===== config.mk =====
export PLATFORM = sky130hd
export DESIGN_NAME = pio_device_interface
export DESIGN_NICKNAME = d
export VERILOG_FILES = /design/src/design/pio_pkg.sv /design/src/design/pio_sync.sv /design/src/design/pio_dma_channel.sv /design/src/design/pio_device_interface.sv
export SDC_FILE = /design/constraint.sdc
export NUM_CORES = 1
export LEC_CHECK = 0
export BUFFER_PORTS_ARGS = -buffer_cell sky130_fd_sc_hd__buf_2
export CAP_MARGIN = 25
export CORE_MARGIN = 1
export CORE_UTILIZATION = 35
export CTS_CLUSTER_DIAMETER = 40
export DETAILED_ROUTE_END_ITERATION = 10
export GPL_TIMING_DRIVEN = 0
export PLACE_DENSITY_LB_ADDON = 0.05
export SYNTH_ARGS = -nofsm -noshare
export SYNTH_HDL_FRONTEND = slang
export SYNTH_SLANG_ARGS = --single-unit

===== constraint.sdc =====
create_clock -name mclk -period 9.54 [get_ports mclk]
set_input_delay 0.477 -clock mclk [delete_from_list [all_inputs] [get_ports mclk]]
set_output_delay 0.477 -clock mclk [all_outputs]
set_load 0.1 [all_outputs]

===== src/design/pio_pkg.sv =====
// Shared constants for the programmed I/O device interface
package pio_pkg;
   // Word and field widths
   localparam int WORD_W = 16;
   localparam int ADDR_W = 11;
   localparam int IDENT_W = 9;
   localparam int LEVEL_W = 6;
   localparam int ERR_W = 4;
   localparam int UNIT_W = 2;
   localparam int MODE_W = 5;
   localparam int EXT_W = 2;
   // Register offsets within a device number (low three address bits)
   localparam logic [2:0] OFF_RX_DATA = 3'h0;
   localparam logic [2:0] OFF_RX_STAT = 3'h2;
   localparam logic [2:0] OFF_RX_CTRL = 3'h3;
   localparam logic [2:0] OFF_TX_DATA = 3'h5;
   localparam logic [2:0] OFF_TX_STAT = 3'h6;
   localparam logic [2:0] OFF_TX_CTRL = 3'h7;
   // Offsets of the direct memory access channel at its own device number
   localparam logic [2:0] OFF_DMA_MEM_RD = 3'h0;
   localparam logic [2:0] OFF_DMA_MEM_WR = 3'h1;
   localparam logic [2:0] OFF_DMA_STAT = 3'h2;
   localparam logic [2:0] OFF_DMA_CNT_WR = 3'h3;
   localparam logic [2:0] OFF_DMA_CNT_RD = 3'h4;
   localparam logic [2:0] OFF_DMA_DEV_WR = 3'h5;
   localparam logic [2:0] OFF_DMA_DEV_RD = 3'h6;
   localparam logic [2:0] OFF_DMA_CTRL = 3'h7;
   // Address bit that marks an output transfer
   localparam int ADDR_OUT_BIT = 0;
   localparam int ADDR_SEL_W = 3;
   // Control word fields
   localparam int CW_RDY_IE = 0;
   localparam int CW_ERR_IE = 1;
   localparam int CW_ACT = 2;
   localparam int CW_TEST = 3;
   localparam int CW_CLR = 4;
   localparam int CW_EXT_LO = 5;
   localparam int CW_UNIT_LO = 9;
   localparam int CW_MODE_LO = 11;
   localparam int CW_DIR = 11;
   // Status word fields
   localparam int SW_RDY_IE = 0;
   localparam int SW_ERR_IE = 1;
   localparam int SW_ACTIVE = 2;
   localparam int SW_READY = 3;
   localparam int SW_ERR_OR = 4;
   localparam int SW_ERR_LO = 5;
   localparam int SW_UNIT_LO = 9;
   localparam int SW_MODE_LO = 11;
   // Reset values and the one-word step
   localparam logic [WORD_W-1:0] WORD_ZERO = 16'h0000;
   localparam logic [WORD_W-1:0] WORD_ONE = 16'h0001;
   localparam logic [IDENT_W-1:0] IDENT_ZERO = 9'h000;
endpackage


===== src/design/pio_sync.sv =====
// Two-stage synchroniser for levels arriving from outside the clock domain
`timescale 1ns/1ps
module pio_sync #(
   parameter int WIDTH = 1
) (
   input wire logic mclk,
   input wire logic rstSync_n,
   input wire logic [WIDTH-1:0] asyncIn,
   output logic [WIDTH-1:0] syncOut
);
   logic [WIDTH-1:0] stage1_r; // First stage, read only by the second

   // Both stages clear on reset; the second feeds the logic
   always_ff @(posedge mclk or negedge rstSync_n) begin
      if (!rstSync_n) begin
         stage1_r <= '0;
         syncOut <= '0;
      end else begin
         stage1_r <= asyncIn;
         syncOut <= stage1_r;
      end
   end
endmodule


===== src/design/pio_dma_channel.sv =====
// Direct memory access channel set up through programmed register writes
`timescale 1ns/1ps
module pio_dma_channel (
   input wire logic mclk,
   input wire logic rstSync_n,
   input wire logic wrMem,
   input wire logic wrCnt,
   input wire logic wrDev,
   input wire logic wrCtrl,
   input wire logic [pio_pkg::WORD_W-1:0] wdata,
   input wire logic grant,
   input wire logic errLevel,
   output logic [pio_pkg::WORD_W-1:0] memAddr_r,
   output logic [pio_pkg::WORD_W-1:0] wordCnt_r,
   output logic [pio_pkg::WORD_W-1:0] devAddr_r,
   output logic [pio_pkg::WORD_W-1:0] ctrl_r,
   output logic active_r,
   output logic ready_r,
   output logic errFlag_r,
   output logic doneEv_r,
   output logic errEv_r
);
   logic errPrev_r; // Last error level, for edge detection
   logic startCmd; // Control write that carries the activate code
   logic errRise; // New error while the transfer runs
   logic lastWord; // Grant taken for the final word

   assign startCmd = wrCtrl && wdata[pio_pkg::CW_ACT] && (wordCnt_r != pio_pkg::WORD_ZERO);
   assign errRise = errLevel && !errPrev_r && active_r;
   assign lastWord = active_r && grant && (wordCnt_r == pio_pkg::WORD_ONE);

   // Setup registers; address and count step once per granted word
   always_ff @(posedge mclk or negedge rstSync_n) begin
      if (!rstSync_n) begin
         memAddr_r <= pio_pkg::WORD_ZERO;
         wordCnt_r <= pio_pkg::WORD_ZERO;
         devAddr_r <= pio_pkg::WORD_ZERO;
         ctrl_r <= pio_pkg::WORD_ZERO;
      end else begin
         if (wrMem) memAddr_r <= wdata;
         else if (active_r && grant) memAddr_r <= memAddr_r + pio_pkg::WORD_ONE;
         if (wrCnt) wordCnt_r <= wdata;
         else if (active_r && grant) wordCnt_r <= wordCnt_r - pio_pkg::WORD_ONE;
         if (wrDev) devAddr_r <= wdata;
         if (wrCtrl) ctrl_r <= wdata;
      end
   end

   // Run state, completion and error reporting
   always_ff @(posedge mclk or negedge rstSync_n) begin
      if (!rstSync_n) begin
         active_r <= 1'b0;
         ready_r <= 1'b0;
         errFlag_r <= 1'b0;
         errPrev_r <= 1'b0;
         doneEv_r <= 1'b0;
         errEv_r <= 1'b0;
      end else begin
         errPrev_r <= errLevel;
         doneEv_r <= lastWord;
         errEv_r <= errRise;
         if (wrCtrl && wdata[pio_pkg::CW_CLR]) begin
            // Device clear stops the channel; an event in the same cycle still sets its flag
            active_r <= 1'b0;
            ready_r <= lastWord;
            errFlag_r <= errRise;
         end else if (startCmd) begin
            // Only the activate code starts a transfer
            active_r <= 1'b1;
            ready_r <= 1'b0;
            errFlag_r <= errRise;
         end else if (errRise) begin
            active_r <= 1'b0;
            errFlag_r <= 1'b1;
         end else if (lastWord) begin
            active_r <= 1'b0;
            ready_r <= 1'b1;
         end
      end
   end
endmodule


===== src/design/pio_device_interface.sv =====
// Programmed I/O device interface with input, output and DMA register sets
`timescale 1ns/1ps
// Function
// - Status bits 0,1 show interrupt enables
// - Status bit 2 active, bit 3 ready
// - Bit 4 ORs errors, bits 5-8 errors
// - Status bits 9,10 show selected unit
// - Status bits 11-15 show operational mode
// - Control bit 0 enables ready interrupt
// - Control bit 1 enables error interrupt
// - Control bit 2 activates, starts transfer
// - Control bits 11-15 select device operation
// - Control write-only, status read-only
// - Data two-way; separate sets per direction
// - Input: status flags data, host polls
// - Output: data handed over, status then changes
// - Interrupt each time device becomes ready
// - Input 0,2,3; output 5,6,7 offsets
// - DMA set up by programmed writes first
// - DMA starts only on activate code
// - DMA interrupts on completion or error
// - DMA address advances once per word
// - Address bit 0 output; low bits select
// - Own device number answers with connect
// - Identify returns 9-bit code, clears pending
module pio_device_interface #(
   parameter logic [7:0] DEV_NUM = 8'h18, // Device number of the terminal pair
   parameter logic [7:0] DMA_NUM = 8'h19, // Device number of the DMA channel
   parameter logic [pio_pkg::LEVEL_W-1:0] IRQ_LEVEL = 6'h0C, // Interrupt level served
   parameter logic [pio_pkg::IDENT_W-1:0] RX_IDENT = 9'h001, // Arbitrary value
   parameter logic [pio_pkg::IDENT_W-1:0] TX_IDENT = 9'h002, // Arbitrary value
   parameter logic [pio_pkg::IDENT_W-1:0] DMA_IDENT = 9'h003 // Arbitrary value
) (
   input wire logic mclk,
   input wire logic reset_n,
   input wire logic [pio_pkg::ADDR_W-1:0] ioAddr,
   input wire logic ioxStrobe,
   input wire logic identStrobe,
   input wire logic [pio_pkg::WORD_W-1:0] ioDataIn,
   output logic [pio_pkg::WORD_W-1:0] ioDataOut,
   output logic connect,
   output logic inputTransfer,
   output logic [pio_pkg::IDENT_W-1:0] identCode,
   output logic identValid,
   output logic irq,
   input wire logic perRxStrobe,
   input wire logic [pio_pkg::WORD_W-1:0] perRxData,
   input wire logic [pio_pkg::ERR_W-1:0] perRxErr,
   output logic perRxRequest,
   output logic [pio_pkg::MODE_W-1:0] perRxMode,
   input wire logic perTxAck,
   input wire logic [pio_pkg::ERR_W-1:0] perTxErr,
   output logic perTxValid,
   output logic [pio_pkg::WORD_W-1:0] perTxData,
   output logic [pio_pkg::MODE_W-1:0] perTxMode,
   output logic dmaReq,
   output logic [pio_pkg::EXT_W+pio_pkg::WORD_W-1:0] dmaAddr,
   output logic dmaWrite,
   output logic [pio_pkg::WORD_W-1:0] dmaDevAddr,
   input wire logic dmaGrant,
   input wire logic dmaErr
);
   localparam int SYNC_W = 2 + 2 * pio_pkg::ERR_W + pio_pkg::WORD_W + 1;

   // Builds a status word from a control word and channel state
   function automatic logic [pio_pkg::WORD_W-1:0] statusWord(
      input logic [pio_pkg::WORD_W-1:0] ctrl,
      input logic active,
      input logic ready,
      input logic [pio_pkg::ERR_W-1:0] err
   );
      logic [pio_pkg::WORD_W-1:0] s;
      s = pio_pkg::WORD_ZERO;
      s[pio_pkg::SW_RDY_IE] = ctrl[pio_pkg::CW_RDY_IE];
      s[pio_pkg::SW_ERR_IE] = ctrl[pio_pkg::CW_ERR_IE];
      s[pio_pkg::SW_ACTIVE] = active;
      s[pio_pkg::SW_READY] = ready;
      s[pio_pkg::SW_ERR_OR] = |err;
      s[pio_pkg::SW_ERR_LO +: pio_pkg::ERR_W] = err;
      s[pio_pkg::SW_UNIT_LO +: pio_pkg::UNIT_W] = ctrl[pio_pkg::CW_UNIT_LO +: pio_pkg::UNIT_W];
      s[pio_pkg::SW_MODE_LO +: pio_pkg::MODE_W] = ctrl[pio_pkg::CW_MODE_LO +: pio_pkg::MODE_W];
      return s;
   endfunction

   logic rstMeta_r; // Reset release, first stage
   logic rstSync_n; // Reset release, second stage
   logic [SYNC_W-1:0] syncVec; // Synchronised peripheral pins
   logic rxStrobeS; // Peripheral deposited data, level
   logic [pio_pkg::WORD_W-1:0] rxDataS; // Peripheral input data
   logic [pio_pkg::ERR_W-1:0] rxErrS; // Input error lines
   logic txAckS; // Peripheral took the output data
   logic [pio_pkg::ERR_W-1:0] txErrS; // Output error lines
   logic dmaErrS; // DMA error line
   logic rxStrobePrev_r; // Edge detection state
   logic txAckPrev_r;
   logic [pio_pkg::ERR_W-1:0] rxErrPrev_r;
   logic [pio_pkg::ERR_W-1:0] txErrPrev_r;
   logic [pio_pkg::WORD_W-1:0] rxCtrl_r; // Input control word
   logic [pio_pkg::WORD_W-1:0] txCtrl_r; // Output control word
   logic [pio_pkg::WORD_W-1:0] rxData_r; // Input data register
   logic [pio_pkg::WORD_W-1:0] txData_r; // Output data register
   logic rxActive_r, rxReady_r, txActive_r, txReady_r;
   logic [pio_pkg::ERR_W-1:0] rxErr_r; // Sticky input errors
   logic [pio_pkg::ERR_W-1:0] txErr_r; // Sticky output errors
   logic rxIrq_r, txIrq_r, dmaIrq_r; // Pending interrupt conditions
   logic devHit, dmaHit, wrCycle, rdCycle; // Bus decode
   logic [2:0] sel; // Register select
   logic rxCtrlWr, txCtrlWr, txDataWr, rxDataRd;
   logic rxReadyEv, txReadyEv; // Channel became ready
   logic [pio_pkg::ERR_W-1:0] rxErrRise, txErrRise;
   logic identHit, identRx, identTx, identDma;
   logic [pio_pkg::WORD_W-1:0] rdMux; // Selected read data
   logic [pio_pkg::WORD_W-1:0] dmaMem, dmaCnt, dmaDev, dmaCtrl;
   logic dmaActive, dmaReady, dmaErrFlag, dmaDoneEv, dmaErrEv;

   // Reset is applied at once and released through two flops
   always_ff @(posedge mclk or negedge reset_n) begin
      if (!reset_n) begin
         rstMeta_r <= 1'b0;
         rstSync_n <= 1'b0;
      end else begin
         rstMeta_r <= 1'b1;
         rstSync_n <= rstMeta_r;
      end
   end

   // Peripheral pins cross into the bus clock here
   pio_sync #(.WIDTH(SYNC_W)) pinSync (
      .mclk(mclk),
      .rstSync_n(rstSync_n),
      .asyncIn({perRxStrobe, perRxData, perRxErr, perTxAck, perTxErr, dmaErr}),
      .syncOut(syncVec)
   );
   assign {rxStrobeS, rxDataS, rxErrS, txAckS, txErrS, dmaErrS} = syncVec;

   // Bus decode: device number in the upper bits, output on bit 0
   assign devHit = ioxStrobe && (ioAddr[pio_pkg::ADDR_W-1:pio_pkg::ADDR_SEL_W] == DEV_NUM);
   assign dmaHit = ioxStrobe && (ioAddr[pio_pkg::ADDR_W-1:pio_pkg::ADDR_SEL_W] == DMA_NUM);
   assign wrCycle = ioAddr[pio_pkg::ADDR_OUT_BIT];
   assign rdCycle = !ioAddr[pio_pkg::ADDR_OUT_BIT];
   assign sel = ioAddr[pio_pkg::ADDR_SEL_W-1:0];
   // Control offsets are odd, so they only take writes; status offsets are even
   assign rxCtrlWr = devHit && wrCycle && (sel == pio_pkg::OFF_RX_CTRL);
   assign txCtrlWr = devHit && wrCycle && (sel == pio_pkg::OFF_TX_CTRL);
   assign txDataWr = devHit && wrCycle && (sel == pio_pkg::OFF_TX_DATA);
   assign rxDataRd = devHit && rdCycle && (sel == pio_pkg::OFF_RX_DATA);

   // Channel events taken from the synchronised pins
   assign rxReadyEv = rxStrobeS && !rxStrobePrev_r && rxActive_r;
   assign txReadyEv = txAckS && !txAckPrev_r && txActive_r;
   assign rxErrRise = rxErrS & ~rxErrPrev_r;
   assign txErrRise = txErrS & ~txErrPrev_r;

   // Edge detection history
   always_ff @(posedge mclk or negedge rstSync_n) begin
      if (!rstSync_n) begin
         rxStrobePrev_r <= 1'b0;
         txAckPrev_r <= 1'b0;
         rxErrPrev_r <= '0;
         txErrPrev_r <= '0;
      end else begin
         rxStrobePrev_r <= rxStrobeS;
         txAckPrev_r <= txAckS;
         rxErrPrev_r <= rxErrS;
         txErrPrev_r <= txErrS;
      end
   end

   // Control words are stored as written
   always_ff @(posedge mclk or negedge rstSync_n) begin
      if (!rstSync_n) begin
         rxCtrl_r <= pio_pkg::WORD_ZERO;
         txCtrl_r <= pio_pkg::WORD_ZERO;
      end else begin
         if (rxCtrlWr) rxCtrl_r <= ioDataIn;
         if (txCtrlWr) txCtrl_r <= ioDataIn;
      end
   end

   // Data registers: input filled by the peripheral, output by the host
   always_ff @(posedge mclk or negedge rstSync_n) begin
      if (!rstSync_n) begin
         rxData_r <= pio_pkg::WORD_ZERO;
         txData_r <= pio_pkg::WORD_ZERO;
      end else begin
         if (rxReadyEv) rxData_r <= rxDataS;
         if (txDataWr) txData_r <= ioDataIn;
      end
   end

   // Input channel run state; a new deposit wins over a same-cycle read
   always_ff @(posedge mclk or negedge rstSync_n) begin
      if (!rstSync_n) begin
         rxActive_r <= 1'b0;
         rxReady_r <= 1'b0;
         rxErr_r <= '0;
      end else begin
         if (rxCtrlWr && ioDataIn[pio_pkg::CW_CLR]) begin
            // Device clear; a deposit in the same cycle still sets ready
            rxActive_r <= 1'b0;
            rxReady_r <= rxReadyEv;
            rxErr_r <= rxErrRise;
         end else if (rxCtrlWr && ioDataIn[pio_pkg::CW_ACT]) begin
            rxActive_r <= 1'b1;
            rxReady_r <= 1'b0;
            rxErr_r <= rxErrRise;
         end else begin
            if (rxDataRd) rxReady_r <= 1'b0;
            if (rxReadyEv) begin
               rxActive_r <= 1'b0;
               rxReady_r <= 1'b1;
            end
            rxErr_r <= rxErr_r | rxErrRise;
         end
      end
   end

   // Output channel run state; data is offered while active
   always_ff @(posedge mclk or negedge rstSync_n) begin
      if (!rstSync_n) begin
         txActive_r <= 1'b0;
         txReady_r <= 1'b0;
         txErr_r <= '0;
      end else begin
         if (txCtrlWr && ioDataIn[pio_pkg::CW_CLR]) begin
            // Device clear; a hand-over in the same cycle still sets ready
            txActive_r <= 1'b0;
            txReady_r <= txReadyEv;
            txErr_r <= txErrRise;
         end else if (txCtrlWr && ioDataIn[pio_pkg::CW_ACT]) begin
            txActive_r <= 1'b1;
            txReady_r <= 1'b0;
            txErr_r <= txErrRise;
         end else begin
            if (txReadyEv) begin
               txActive_r <= 1'b0;
               txReady_r <= 1'b1;
            end
            txErr_r <= txErr_r | txErrRise;
         end
      end
   end

   // DMA channel at its own device number
   pio_dma_channel dma (
      .mclk(mclk),
      .rstSync_n(rstSync_n),
      .wrMem(dmaHit && wrCycle && (sel == pio_pkg::OFF_DMA_MEM_WR)),
      .wrCnt(dmaHit && wrCycle && (sel == pio_pkg::OFF_DMA_CNT_WR)),
      .wrDev(dmaHit && wrCycle && (sel == pio_pkg::OFF_DMA_DEV_WR)),
      .wrCtrl(dmaHit && wrCycle && (sel == pio_pkg::OFF_DMA_CTRL)),
      .wdata(ioDataIn),
      .grant(dmaGrant),
      .errLevel(dmaErrS),
      .memAddr_r(dmaMem),
      .wordCnt_r(dmaCnt),
      .devAddr_r(dmaDev),
      .ctrl_r(dmaCtrl),
      .active_r(dmaActive),
      .ready_r(dmaReady),
      .errFlag_r(dmaErrFlag),
      .doneEv_r(dmaDoneEv),
      .errEv_r(dmaErrEv)
   );
   assign dmaReq = dmaActive;
   assign dmaAddr = {dmaCtrl[pio_pkg::CW_EXT_LO +: pio_pkg::EXT_W], dmaMem};
   assign dmaWrite = dmaCtrl[pio_pkg::CW_DIR];
   assign dmaDevAddr = dmaDev;

   // Identify cycle: first pending source on our level answers
   assign identHit = identStrobe && (ioAddr[pio_pkg::LEVEL_W-1:0] == IRQ_LEVEL);
   assign identRx = identHit && rxIrq_r;
   assign identTx = identHit && txIrq_r && !rxIrq_r;
   assign identDma = identHit && dmaIrq_r && !rxIrq_r && !txIrq_r;

   // Pending conditions; a new event wins over a same-cycle acknowledge
   always_ff @(posedge mclk or negedge rstSync_n) begin
      if (!rstSync_n) begin
         rxIrq_r <= 1'b0;
         txIrq_r <= 1'b0;
         dmaIrq_r <= 1'b0;
      end else begin
         if (identRx || (rxCtrlWr && ioDataIn[pio_pkg::CW_CLR])) rxIrq_r <= 1'b0;
         if ((rxReadyEv && rxCtrl_r[pio_pkg::CW_RDY_IE]) || ((|rxErrRise) && rxCtrl_r[pio_pkg::CW_ERR_IE]))
            rxIrq_r <= 1'b1;
         if (identTx || (txCtrlWr && ioDataIn[pio_pkg::CW_CLR])) txIrq_r <= 1'b0;
         if ((txReadyEv && txCtrl_r[pio_pkg::CW_RDY_IE]) || ((|txErrRise) && txCtrl_r[pio_pkg::CW_ERR_IE]))
            txIrq_r <= 1'b1;
         if (identDma) dmaIrq_r <= 1'b0;
         if ((dmaDoneEv && dmaCtrl[pio_pkg::CW_RDY_IE]) || (dmaErrEv && dmaCtrl[pio_pkg::CW_ERR_IE]))
            dmaIrq_r <= 1'b1;
      end
   end
   assign irq = rxIrq_r || txIrq_r || dmaIrq_r;

   // Read multiplexer over the input, output and DMA register sets; unused offsets read zero
   always_comb begin
      rdMux = pio_pkg::WORD_ZERO;
      if (devHit) begin
         unique case (sel)
            pio_pkg::OFF_RX_DATA: rdMux = rxData_r;
            pio_pkg::OFF_RX_STAT: rdMux = statusWord(rxCtrl_r, rxActive_r, rxReady_r, rxErr_r);
            pio_pkg::OFF_TX_STAT: rdMux = statusWord(txCtrl_r, txActive_r, txReady_r, txErr_r);
            default: rdMux = pio_pkg::WORD_ZERO;
         endcase
      end else if (dmaHit) begin
         unique case (sel)
            pio_pkg::OFF_DMA_MEM_RD: rdMux = dmaMem;
            pio_pkg::OFF_DMA_STAT: rdMux = statusWord(dmaCtrl, dmaActive, dmaReady, {3'b000, dmaErrFlag});
            pio_pkg::OFF_DMA_CNT_RD: rdMux = dmaCnt;
            pio_pkg::OFF_DMA_DEV_RD: rdMux = dmaDev;
            default: rdMux = pio_pkg::WORD_ZERO;
         endcase
      end
   end

   // Bus answer, one cycle after the strobe
   always_ff @(posedge mclk or negedge rstSync_n) begin
      if (!rstSync_n) begin
         connect <= 1'b0;
         inputTransfer <= 1'b0;
         ioDataOut <= pio_pkg::WORD_ZERO;
         identValid <= 1'b0;
         identCode <= pio_pkg::IDENT_ZERO;
      end else begin
         connect <= devHit || dmaHit;
         inputTransfer <= (devHit || dmaHit) && rdCycle;
         ioDataOut <= (rdCycle && (devHit || dmaHit)) ? rdMux : pio_pkg::WORD_ZERO;
         identValid <= identRx || identTx || identDma;
         if (identRx) identCode <= RX_IDENT;
         else if (identTx) identCode <= TX_IDENT;
         else if (identDma) identCode <= DMA_IDENT;
         else identCode <= pio_pkg::IDENT_ZERO;
      end
   end

   // Peripheral side
   assign perRxRequest = rxActive_r;
   assign perRxMode = rxCtrl_r[pio_pkg::CW_MODE_LO +: pio_pkg::MODE_W];
   assign perTxValid = txActive_r;
   assign perTxData = txData_r;
   assign perTxMode = txCtrl_r[pio_pkg::CW_MODE_LO +: pio_pkg::MODE_W];
endmodule


; Yosys cells after proc, flatten, opt, wreduce, memory -nomap -nowiden
; Cells that the tools add are included.
[op_classes]
mux = 46
reduce_logical = 76
n_bitwise = 6
add_sub_neg = 2
eq_ne = 12
[ops]
columns = cell, n
row1 = 16-bit two-way mux, 7
row2 = 16-bit case mux with 4 select lines, 1
row3 = 16-bit case mux with 3 select lines, 1
row4 = 1-bit logical AND, 42
row5 = 1-bit two-way mux, 30
row6 = 16-bit by 1-bit adder with 16-bit output (second input constant), 1
row7 = 16-bit by 1-bit == test with 1-bit output (second input constant), 1
row8 = 8-bit by 5-bit == test with 1-bit output (second input constant), 2
row9 = 4-bit two-way mux, 4
row10 = 16-bit nonzero test, 1
row11 = 4-bit OR reduction, 4
row12 = 16-bit by 1-bit subtractor with 16-bit output (second input constant), 1
row13 = 3-bit == test (second input constant), 4
row14 = 3-bit nonzero test, 4
row15 = 1-bit logical OR, 10
row16 = 2-bit nonzero test, 5
row17 = 4-bit AND, 2
row18 = 4-bit NOT, 2
row19 = 4-bit OR, 2
row20 = 4-bit nonzero test, 2
row21 = 3-bit by 2-bit == test with 1-bit output (second input constant), 2
row22 = 6-bit by 4-bit == test with 1-bit output (second input constant), 1
row23 = 1-bit logical NOT, 6
row24 = 2-bit two-way mux, 3
row25 = 4 further kinds, 4
[word_totals]
reg_bits = 243
word_cells = 178
input_bits = 59
out_inout_bits = 93

; Logic depth before layout (Yosys ltp)
; Gate-level depths: netlist of run 1.
[depth]
word_depth = 8
depth_mapped = 8
ltp_nobuf = 7

; Hierarchy
; From an unflattened synthesis of run 1, not the netlist that was laid out.
[unflattened]
hier_cells = 714
area_unflattened_um2 = 9218.8
[modules_own_cells]
columns = module, instances, cells_per_inst, area_each_um2, seq_area_each_um2
row1 = pio_device_interface, 1, 356, 4623.2, 2452.4
row2 = pio_dma_channel, 1, 304, 3244.4, 1751.7
row3 = pio_sync, 1, 54, 1351.3, 1351.3

; Least setup slack after synthesis of run 1
; No wires, ideal clock.
[synth_path]
path_type = input to register
startpoint = input port ioAddr[8] (netlist bit)
endpoint = register dma.devAddr_r[6] (netlist bit)
setup_slack_ns = 7.001
required_time_ns = 9.414
t_arrival_ns = 2.414
setup_ns = 0.126
n_path_buf = 2
stages = 6
cell_sequence = or4b_4 -> or3_1 -> buf_2 -> nor4_4 -> buf_6 -> mux2_2
[synth_between]
elab_chain_cells = 4
[synth_rtl]
columns = item, line
row1 = "start, declared", pio_device_interface.sv:36  ; input wire logic [pio_pkg::ADDR_W-1:0] ioAddr,
row2 = 8-bit by 5-bit == test with 1-bit output, pio_device_interface.sv:138  ; assign dmaHit = ioxStrobe && (ioAddr[pio_pkg::ADDR_W-1:pio_pkg::ADDR_SEL_W] == DMA_NUM);
row3 = 1-bit logical AND, pio_device_interface.sv:138
row4 = 1-bit logical AND (2 in a row), pio_device_interface.sv:250  ; .wrDev(dmaHit && wrCycle && (sel == pio_pkg::OFF_DMA_DEV_WR)),
row5 = "end signal, assigned", pio_dma_channel.sv:37  ; devAddr_r <= pio_pkg::WORD_ZERO;
row6 = "end signal, assigned", pio_dma_channel.sv:44  ; if (wrDev) devAddr_r <= wdata;
row7 = "end, declared", pio_dma_channel.sv:15  ; output logic [pio_pkg::WORD_W-1:0] devAddr_r,
; Every way passes these cells.
; A chain may end at the register's enable or synchronous reset.

; Final worst setup path of run 1
[layout_path]
startpoint = input port ioAddr[1] (netlist bit)
endpoint = register rxIrq_r
[layout_between]
elab_chain_cells = 5
elab_cells_between_ends = 8
cone_classes = eq/ne: 2 / reduce/logical: 6
[layout_rtl]
columns = item, line
row1 = 6-bit by 4-bit == test with 1-bit output / 3-bit by 2-bit == test with 1-bit output (equally long branches), "pio_device_interface.sv:271, pio_device_interface.sv:143"
row2 = 1-bit logical AND (on tied branches), "pio_device_interface.sv:271, pio_device_interface.sv:143"
row3 = 1-bit logical AND (on tied branches), "pio_device_interface.sv:272, pio_device_interface.sv:283"
row4 = 1-bit logical OR *, pio_device_interface.sv:283  ; if (identRx || (rxCtrlWr && ioDataIn[pio_pkg::CW_CLR])) rxIrq_r <= 1'b0;
row5 = 2-bit nonzero test (no line) *, n/a
row6 = "end signal, assigned", pio_device_interface.sv:279  ; rxIrq_r <= 1'b0;
row7 = "end signal, assigned", pio_device_interface.sv:283
row8 = "end signal, assigned", pio_device_interface.sv:285  ; rxIrq_r <= 1'b1;
row9 = "end, declared", pio_device_interface.sv:105  ; logic rxIrq_r, txIrq_r, dmaIrq_r;
; Every way passes the cells marked *; elsewhere a longest branch is shown, timed or not.

==> results of run 1 <==
-- what timing repair did --
item                                   4_1_cts  5_1_grt
setup endpoints to repair                    0        0
endpoints found under the hold margin        2        0
hold buffers                                 1        0
-- metal layers --
metal / vias to the layer above / share of wire
met3: 69 / 0.057
met1: 3169 / 0.44
met4: 4 / 0.032
met5: - / 0.00094
li1: 2957 / -
met2: 215 / 0.47
-- power groups by stage --
stage / clock network, W / logic, W / registers, W
after floorplan: 0 / 0.0000531 / 0.000995
after global placement: 0 / 0.000101 / 0.000990
after detailed placement: 0 / 0.000123 / 0.000976
after CTS: 0.00141 / 0.000123 / 0.000961
after global routing: 0.00146 / 0.000132 / 0.000963
final: 0.00138 / 0.000121 / 0.000960
-- cell usage after synthesis, types with 9 or more instances --
cell / count / area share
a21oi_1: 22 / 0.012
a22oi_1: 16 / 0.013
buf_4: 19 / 0.016
clkbuf_1: 29 / 0.012
dfrtp_1: 217 / 0.61
inv_1: 16 / 0.0067
mux2_2: 71 / 0.089
mux4_2: 13 / 0.033
nand2_1: 99 / 0.041
nand4_1: 9 / 0.0063
nor2_1: 46 / 0.019
nor3_1: 10 / 0.0056
o21ai_0: 36 / 0.020
xnor2_1: 15 / 0.015
xor2_1: 14 / 0.014
-- cell type report --
class                   instances  area [um2]
plain buffers                  57       299.0
fillers                      2385       13660
repair buffers                147       815.8
well taps                     330       412.9
clock inverters                24       310.3
multi-input cells             457        3193
clock buffers                  43       998.5
flip-flops and latches        217        5434
inverters                      16       60.06
-- flip-flops by register name (all words and copies together), names as in the netlist, 2 cells and up --
signal / count
dma.ctrl_r: 11
perTxData: 16
pinSync.stage1_r: 27
txErr_r: 4
txCtrl_r: 9
dma.devAddr_r: 16
dma.memAddr_r: 16
rxErrPrev_r: 4
txErrPrev_r: 4
dma.wordCnt_r: 16
rxData_r: 16
rxErr_r: 4
ioDataOut: 16
identCode: 2
pinSync.syncOut: 27
rxCtrl_r: 9
-- worst paths after layout --
check / endpoint / slack [ns] / depth (start not counted)
min reg2reg: pinSync.syncOut[26]$_DFF_PN0_ / 0.33 / 0
min: pinSync.stage1_r[11]$_DFF_PN0_ / 0.08 / 1
min in group asynchronous: rstSync_n$_DFF_PN0_ / 0.28 / 2
max reg2reg: dma.ready_r$_DFFE_PN0P_ / 6.88 / 5
max in group asynchronous: dma.memAddr_r[6]$_DFFE_PN0P_ / 8.29 / 2
max: rxIrq_r$_DFFE_PN0P_ / 6.85 / 6
-- logic make-up after synthesis --
logic type,Yosys count
multiplexers,89
adder cells (fa/ha/maj),4
other,2
flip-flops,217
buffers and inverters,73
AO/OA/AOI/OAI,107
AND/OR/NAND/NOR,220
XOR/XNOR,29
-- metrics by stage --
step                      instances  setup slack (ns)  instance area, um2  power, W  utilization
after floorplan                 747             3.045                8982  0.001048            -
after global placement         1218            0.6143               10100  0.001091       0.4011
after detailed placement       1223             6.335               10200  0.001099       0.4052
after CTS                      1291             6.868               11520  0.002493       0.4576
after global routing           1291             6.665               11520  0.002552       0.4576
final                          1291             6.854               11520  0.002458       0.4576
-- critical path: cells and delay by family --
family,cells,cell delay [ns]
AOI/OAI and AO/OA,2,0.58
buffers and inverters,3,1.32
and+or+nand+nor,1,0.66
==> run_results.csv, run 1 <==
group,metric,value,unit
logic_synthesis,synth-edff-count,0,
floorplan,initial_core_util,0.3558,
hold_path,hold_path.startpoint,"perRxData[1]",
power_and_ir_drop,combPwrFrac,0.049,
sta,setup_tns,0,ns
setup_path,crit_chain,"clkbuf_1 -> buf_1 -> buf_2 -> nand4_1 -> o211ai_1 -> o211ai_1",
power_and_ir_drop,switchingPower,0.0005629,W
power_and_ir_drop,powerDensity,213.3,nW/um2
hold_path,hold_path.class,"primary input to flip-flop",
power_and_ir_drop,vdd_drop_max,0.0001314,V
setup_path,worstPathMaxFanout,10,
sta,rsz0062_at_grt,"false",
cts,cts_setup_buffers,0,
logic_synthesis,muxShareOfSynthArea,0.1275,
global_routing,grt_max_degree,53,
sta,skew,0.02086,ns
drt,dr.pass1.iters,5,
cts,cts_buffers,37,
logic_synthesis,netlist_area,8960,um2
setup_path,crit_path_frequent_cell,"o211ai_1",
setup_path,worstReg2RegStart,"dma.wordCnt_r[11]$_DFFE_PN0P_",
setup_path,startpoint_type,"primary input",
cells_and_area,drive_gt1_frac,0.3382,
drt,drt_iter0_drc,350,
cts,cts_tree,"done",
power_and_ir_drop,leakagePower,5.618,nW
power_and_ir_drop,power_frac_seq,0.391,
cts,cts.repair.resized,0,
setup_path,critPathRequiredTime,9.89,ns
logic_synthesis,synth_cell_type_count,51,
floorplan,row_count,58,
drt,drc,0,
setup_path,slowest_delay,0.66,ns
placed_design,hpwl,18.62,mm
global_routing,antenna_found_initial,2,
global_routing,grtUsageMet3,0.04290,
floorplan,pin_count,152,
sta,fin_crit,2.686,ns
sta,hold_violations,0,
sta,holdWs,0.07600,ns
setup_path,critPathSlowestCell,"nand4_1",
placed_design,io_buffers,141,
drt,vias,6414,
global_routing,overflow,0,
logic_synthesis,synth_xor_xnor_area_share,0.02835,
logic_synthesis,synth_compound_area_frac,0.07443,
cells_and_area,final_cell_mix,"dfrtp_1 (216), buf_2 (147), nand2_1 (99)",
logic_synthesis,synthAdderAreaFrac,0.005586,
logic_synthesis,syn_area_per_cell,12.09,um2
logic_synthesis,synth_top_family_by_area,"multiplexers",
global_routing,grt_pass1_wl,39.52,mm
sta,tightestPinTransition,0.9288,ns
cts,clk_pin_slew,0.05,ns
sta,slew_headroom,0.3751,
setup_path,crit_type,"primary input to flip-flop",
sta,timing.fmax,372.3,MHz
global_routing,grt_util_met2,0.3233,
logic_synthesis,yosys_most_used_dff,"dfrtp_1",
cts,cts-root-buf,"clkbuf_16",
logic_synthesis,synthArstFlopShare,1.000,
drt,wl,25.40,mm
power_and_ir_drop,p_clk_frac,0.560,
logic_synthesis,synthCells,741,
sta,period_share,0.2816,
global_routing,gr-usage-met1,0.2657,
floorplan,dieArea,26240,um2
run_status,status,"complete, no violations",
power_and_ir_drop,p_sw_frac,0.2290,
floorplan,fp.dieH,162,um
drt,avgViaCountPerCell,4.968,
global_routing,grt_pass1_vias,6730,
placed_design,place.gp.congestion,0.8493,
floorplan,coreArea,25180,um2
flow_run,maxCapViolations,0,
setup_path,crit_arrival,3.04,ns
sta,setup_viol_count_final,0,
sta,slew_violations,0,
cells_and_area,area_delta_synth_final,28.61,%
power_and_ir_drop,power.internal,0.001896,W
drt,wire_per_inst,19.67,um
drt,ant_nets,0,
floorplan,die_w,162,um
global_routing,busiest_layer,"met2",
logic_synthesis,yosys.area_share.simple,0.1172,
cts,h-tree-depth,2,
cells_and_area,layout.nets,996,
cts,numClockSinks,217,
logic_synthesis,yosysSeqAreaShare,0.6061,
cts,clk_latency,0.51,ns
logic_synthesis,yosysWarnings,0,
logic_synthesis,ys_ff_latch,217,
setup_path,critPathLaunch,"ioAddr[1]",
setup_path,end_kind,"flip-flop",
cells_and_area,final_common_cell,"dfrtp_1",
global_routing,grt_use_total,0.2013,
cts,clk_path_buf_depth,3,
cells_and_area,antenna_cells_inserted,0,
No activity file was read; power rests on OpenSTA's default activity.
==> inputs of run 2 (changes only) <==
ABC_AREA = 1   (was default)
clock period = 2.8 ns   (was 9.54 ns; I/O delays follow)
==> run 2 against run 1 <==
  * Hold slack worse by 0.063 ns
  * Flip-flop and latch count did not move
  * Register-to-register slack lost 6.1 ns
  * Critical endpoint is now dma.wordCnt_r[3]$_DFFE_PN0P_
  * Largest cell class unchanged
  * Largest power group unchanged
==> run_results.csv, run 2 <==
group,metric,value,unit
run_status,status,"complete, no violations",
logic_synthesis,synth_area_leaders,"dfrtp_1 (57%), nand2_1 (13%), inv_1 (6.5%)",
cts,cts-root-buf,"clkbuf_16",
floorplan,coreArea,26880,um2
logic_synthesis,yosysSeqAreaShare,0.5671,
power_and_ir_drop,switchingPower,0.002082,W
power_and_ir_drop,powerDensity,694.0,nW/um2
cells_and_area,layout.nets,1436,
power_and_ir_drop,combPwrFrac,0.064,
power_and_ir_drop,p_clk_frac,0.547,
cts,h-tree-depth,2,
logic_synthesis,yosys.area.top_type,"dfrtp_1",
power_and_ir_drop,vdd_drop_max,0.0003835,V
global_routing,grt_use_total,0.2323,
floorplan,row_count,60,
power_and_ir_drop,p_sw_frac,0.2394,
sta,slew_headroom,0.5365,
cts,cts_setup_buffers,0,
sta,hold_violations,0,
floorplan,dieArea,28020,um2
floorplan,die_w,167.4,um
placed_design,place.gp.congestion,0.9463,
cells_and_area,area_delta_synth_final,30.89,%
cts,clk_pin_slew,0.05,ns
setup_path,timing.critical_path.buf_inv,2,
sta,rsz0062_at_grt,"false",
cts,cts_buffers,38,
sta,setup_tns,0,ns
global_routing,grt_pass1_wl,48.56,mm
sta,timing.fmax,495.2,MHz
floorplan,initial_core_util,0.3563,
floorplan,pin_count,152,
floorplan,fp.dieH,167.4,um
logic_synthesis,synth_cell_type_count,32,
power_and_ir_drop,leakagePower,6.454,nW
setup_path,crit_arrival,2.43,ns
drt,drt-met1-wl,15.46,mm
logic_synthesis,synth-edff-count,0,
cells_and_area,n_fill_cell,2672,
global_routing,grt_pass1_vias,8096,
drt,ant_nets,0,
cells_and_area,finish.utilization,0.4663,
drt,wire_per_inst,18.19,um
drt,vias,8257,
global_routing,grt_max_degree,64,
drt,wl,31.72,mm
drt,dr_wl_met2,13.79,mm
cts,clk_path_buf_depth,3,
drt,dr.pass1.iters,5,
sta,skew,0.006881,ns
logic_synthesis,synthCells,1144,
cells_and_area,largest_registers,"pinSync.stage1_r (27), pinSync.syncOut (27)",
hold_path,hold_path.class,"primary input to flip-flop",
setup_path,worstPathMaxFanout,10,
cells_and_area,drive_gt1_frac,0.1947,
setup_path,worstReg2RegStart,"dma.active_r$_DFFE_PN0P_",
setup_path,crit_family,"simple AND/OR/NAND/NOR gates",
cts,cts_tree,"done",
logic_synthesis,yosys_most_used_dff,"dfrtp_1",
hold_path,hold_path.startpoint,"ioDataIn[5]",
sta,tightestPinTransition,0.6915,ns
setup_path,slowest_delay,0.47,ns
setup_path,startpoint_type,"flip-flop",
drt,drt_iter0_drc,640,
logic_synthesis,synthArstFlopShare,1.000,
setup_path,crit_chain,"nand2_1 -> inv_1 -> nor2_1 -> buf_2 -> nand2_1 -> o211ai_1",
setup_path,end_kind,"flip-flop",
sta,period_share,0.7212,
global_routing,overflow,0,
power_and_ir_drop,power_frac_seq,0.389,
placed_design,io_buffers,142,
cells_and_area,multi_input_area,3211,um2
cells_and_area,final_cell_mix,"nand2_1 (344), dfrtp_1 (216), inv_1 (167)",
cts,clk_latency,0.51,ns
drt,wl_met3,1.568,mm
cells_and_area,regArea,5434,um2
logic_synthesis,yosysWarnings,0,
global_routing,antenna_found_initial,1,
logic_synthesis,netlist.area_leader.share,0.5671,
sta,slew_violations,0,
drt,drc,0,
setup_path,crit_path_frequent_cell,"nand2_1",
sta,setup_viol_count_final,0,
setup_path,critPathLaunch,"dma.active_r$_DFFE_PN0P_",
placed_design,hpwl,23.51,mm
logic_synthesis,ys_ff_latch,217,
logic_synthesis,yosysMostFrequentCell,"nand2_1",
setup_path,critPathRequiredTime,3.21,ns
logic_synthesis,synth_common_cells,"nand2_1 (344), dfrtp_1 (217), inv_1 (167), o21ai_0 (88), nor2_1 (79)",
setup_path,critPathSlowestCell,"dfrtp_1",
logic_synthesis,syn_area_per_cell,8.370,um2
setup_path,crit_type,"flip-flop to flip-flop",
flow_run,maxCapViolations,0,
power_and_ir_drop,power.internal,0.006616,W
drt,maxUsedRoutingLayer,"met4",
sta,fin_crit,2.019,ns
logic_synthesis,netlist_area,9575,um2
cts,numClockSinks,217,
drt,avgViaCountPerCell,4.735,
cells_and_area,final_common_cell,"nand2_1",
## run 2: changes by cell type in the layout (fill, tap and decap cells not counted), moves of 10 or more
cell | previous run | this run
nand2_1 | 99 | 344
inv_1 | 16 | 167
mux2_2 | 71 | 0
nand3_1 | 7 | 71
o21ai_0 | 36 | 88
dlygate4sd3_1 | 1 | 38
nor2_1 | 46 | 79
o21ai_1 | 2 | 26
a22oi_1 | 16 | 0
clkbuf_1 | 30 | 15
xnor2_1 | 15 | 1
buf_2 | 147 | 160
mux4_2 | 13 | 0
inv_2 | 0 | 10
## run 2: worst paths after layout
path,end,slack (ns),depth (start not counted)
max,dma.wordCnt_r[3]$_DFFE_PN0P_,0.78,6
min,dma.ctrl_r[5]$_DFFE_PN0N_,0.01,3
max reg2reg,dma.wordCnt_r[3]$_DFFE_PN0P_,0.78,6
min reg2reg,pinSync.syncOut[19]$_DFF_PN0_,0.34,0
max in group asynchronous,rxData_r[11]$_DFFE_PN0P_,1.37,2
min in group asynchronous,perTxData[15]$_DFFE_PN0P_,0.35,0
## run 2: power groups by stage
stage          sequential, W  clock (W)  combinational [W]
2_1_floorplan        0.00349          0           0.000242
3_3_place_gp         0.00349          0           0.000448
3_5_place_dp         0.00344          0           0.000518
4_1_cts              0.00339    0.00486           0.000563
5_1_grt              0.00340    0.00501           0.000612
6_report             0.00338    0.00476           0.000555
## run 2: layout make-up
| class | count | share of cell area |
|---|---|---|
| Clock buffer | 49 | 0.08486 |
| Buffer | 50 | 0.02336 |
| Antenna cell | 1 | 0.0001997 |
| Clock inverter | 20 | 0.02116 |
| Multi-Input combinational cell | 706 | 0.2562 |
| Inverter | 177 | 0.05301 |
| Sequential cell | 217 | 0.4336 |
| Timing Repair Buffer | 183 | 0.09364 |
| Tap cell | 341 | 0.03404 |
## run 2: routing by layer
metal,GRT usage,vias to the layer above
li1,-,4019
met1,0.3436,3947
met2,0.3437,234
met3,0.03805,57
met4,0.07858,0
met5,0,-
## run 2: repair_timing
item | in CTS | in global routing
gates resized for setup | 0 | 0
endpoints found under the hold margin | 49 | 0
hold buffers | 38 | 0
## run 2: cells by family (layout without fill, tap and decap cells)
group | after synthesis | after routing | synth area share
other | 2 | 9 | 0.0007843
XOR/XNOR | 15 | 15 | 0.01372
AND/OR/NAND/NOR | 518 | 518 | 0.2219
buffers and inverters | 227 | 479 | 0.09996
flip-flops | 217 | 217 | 0.5671
adder cells (fa/ha/maj) | 4 | 4 | 0.005227
AO/OA/AOI/OAI | 161 | 161 | 0.09134
## run 2: through the flow
step           power [W]  area (um2)  hold WS, ns  setup WS, ns  std cells
2_1_floorplan   0.003729        9602      -0.1556        0.5984       1150
4_1_cts         0.008810       12530    0.0009777        0.8301       1743
5_1_grt         0.009019       12530      0.02386        0.6627       1743
3_3_place_gp    0.003935       10740     -0.07514       -0.3355       1633
6_report        0.008699       12530      0.01251        0.7807       1744
3_5_place_dp    0.003955       10820     -0.07108        0.8465       1636
## run 2: worst reg2reg max path, stage by stage, from the launching register on
cell,delay [ns]
dfrtp_1,0.47
nand2_1,0.41
inv_1,0.31
nor2_1,0.27
buf_2,0.30
nand2_1,0.08
o211ai_1,0.09
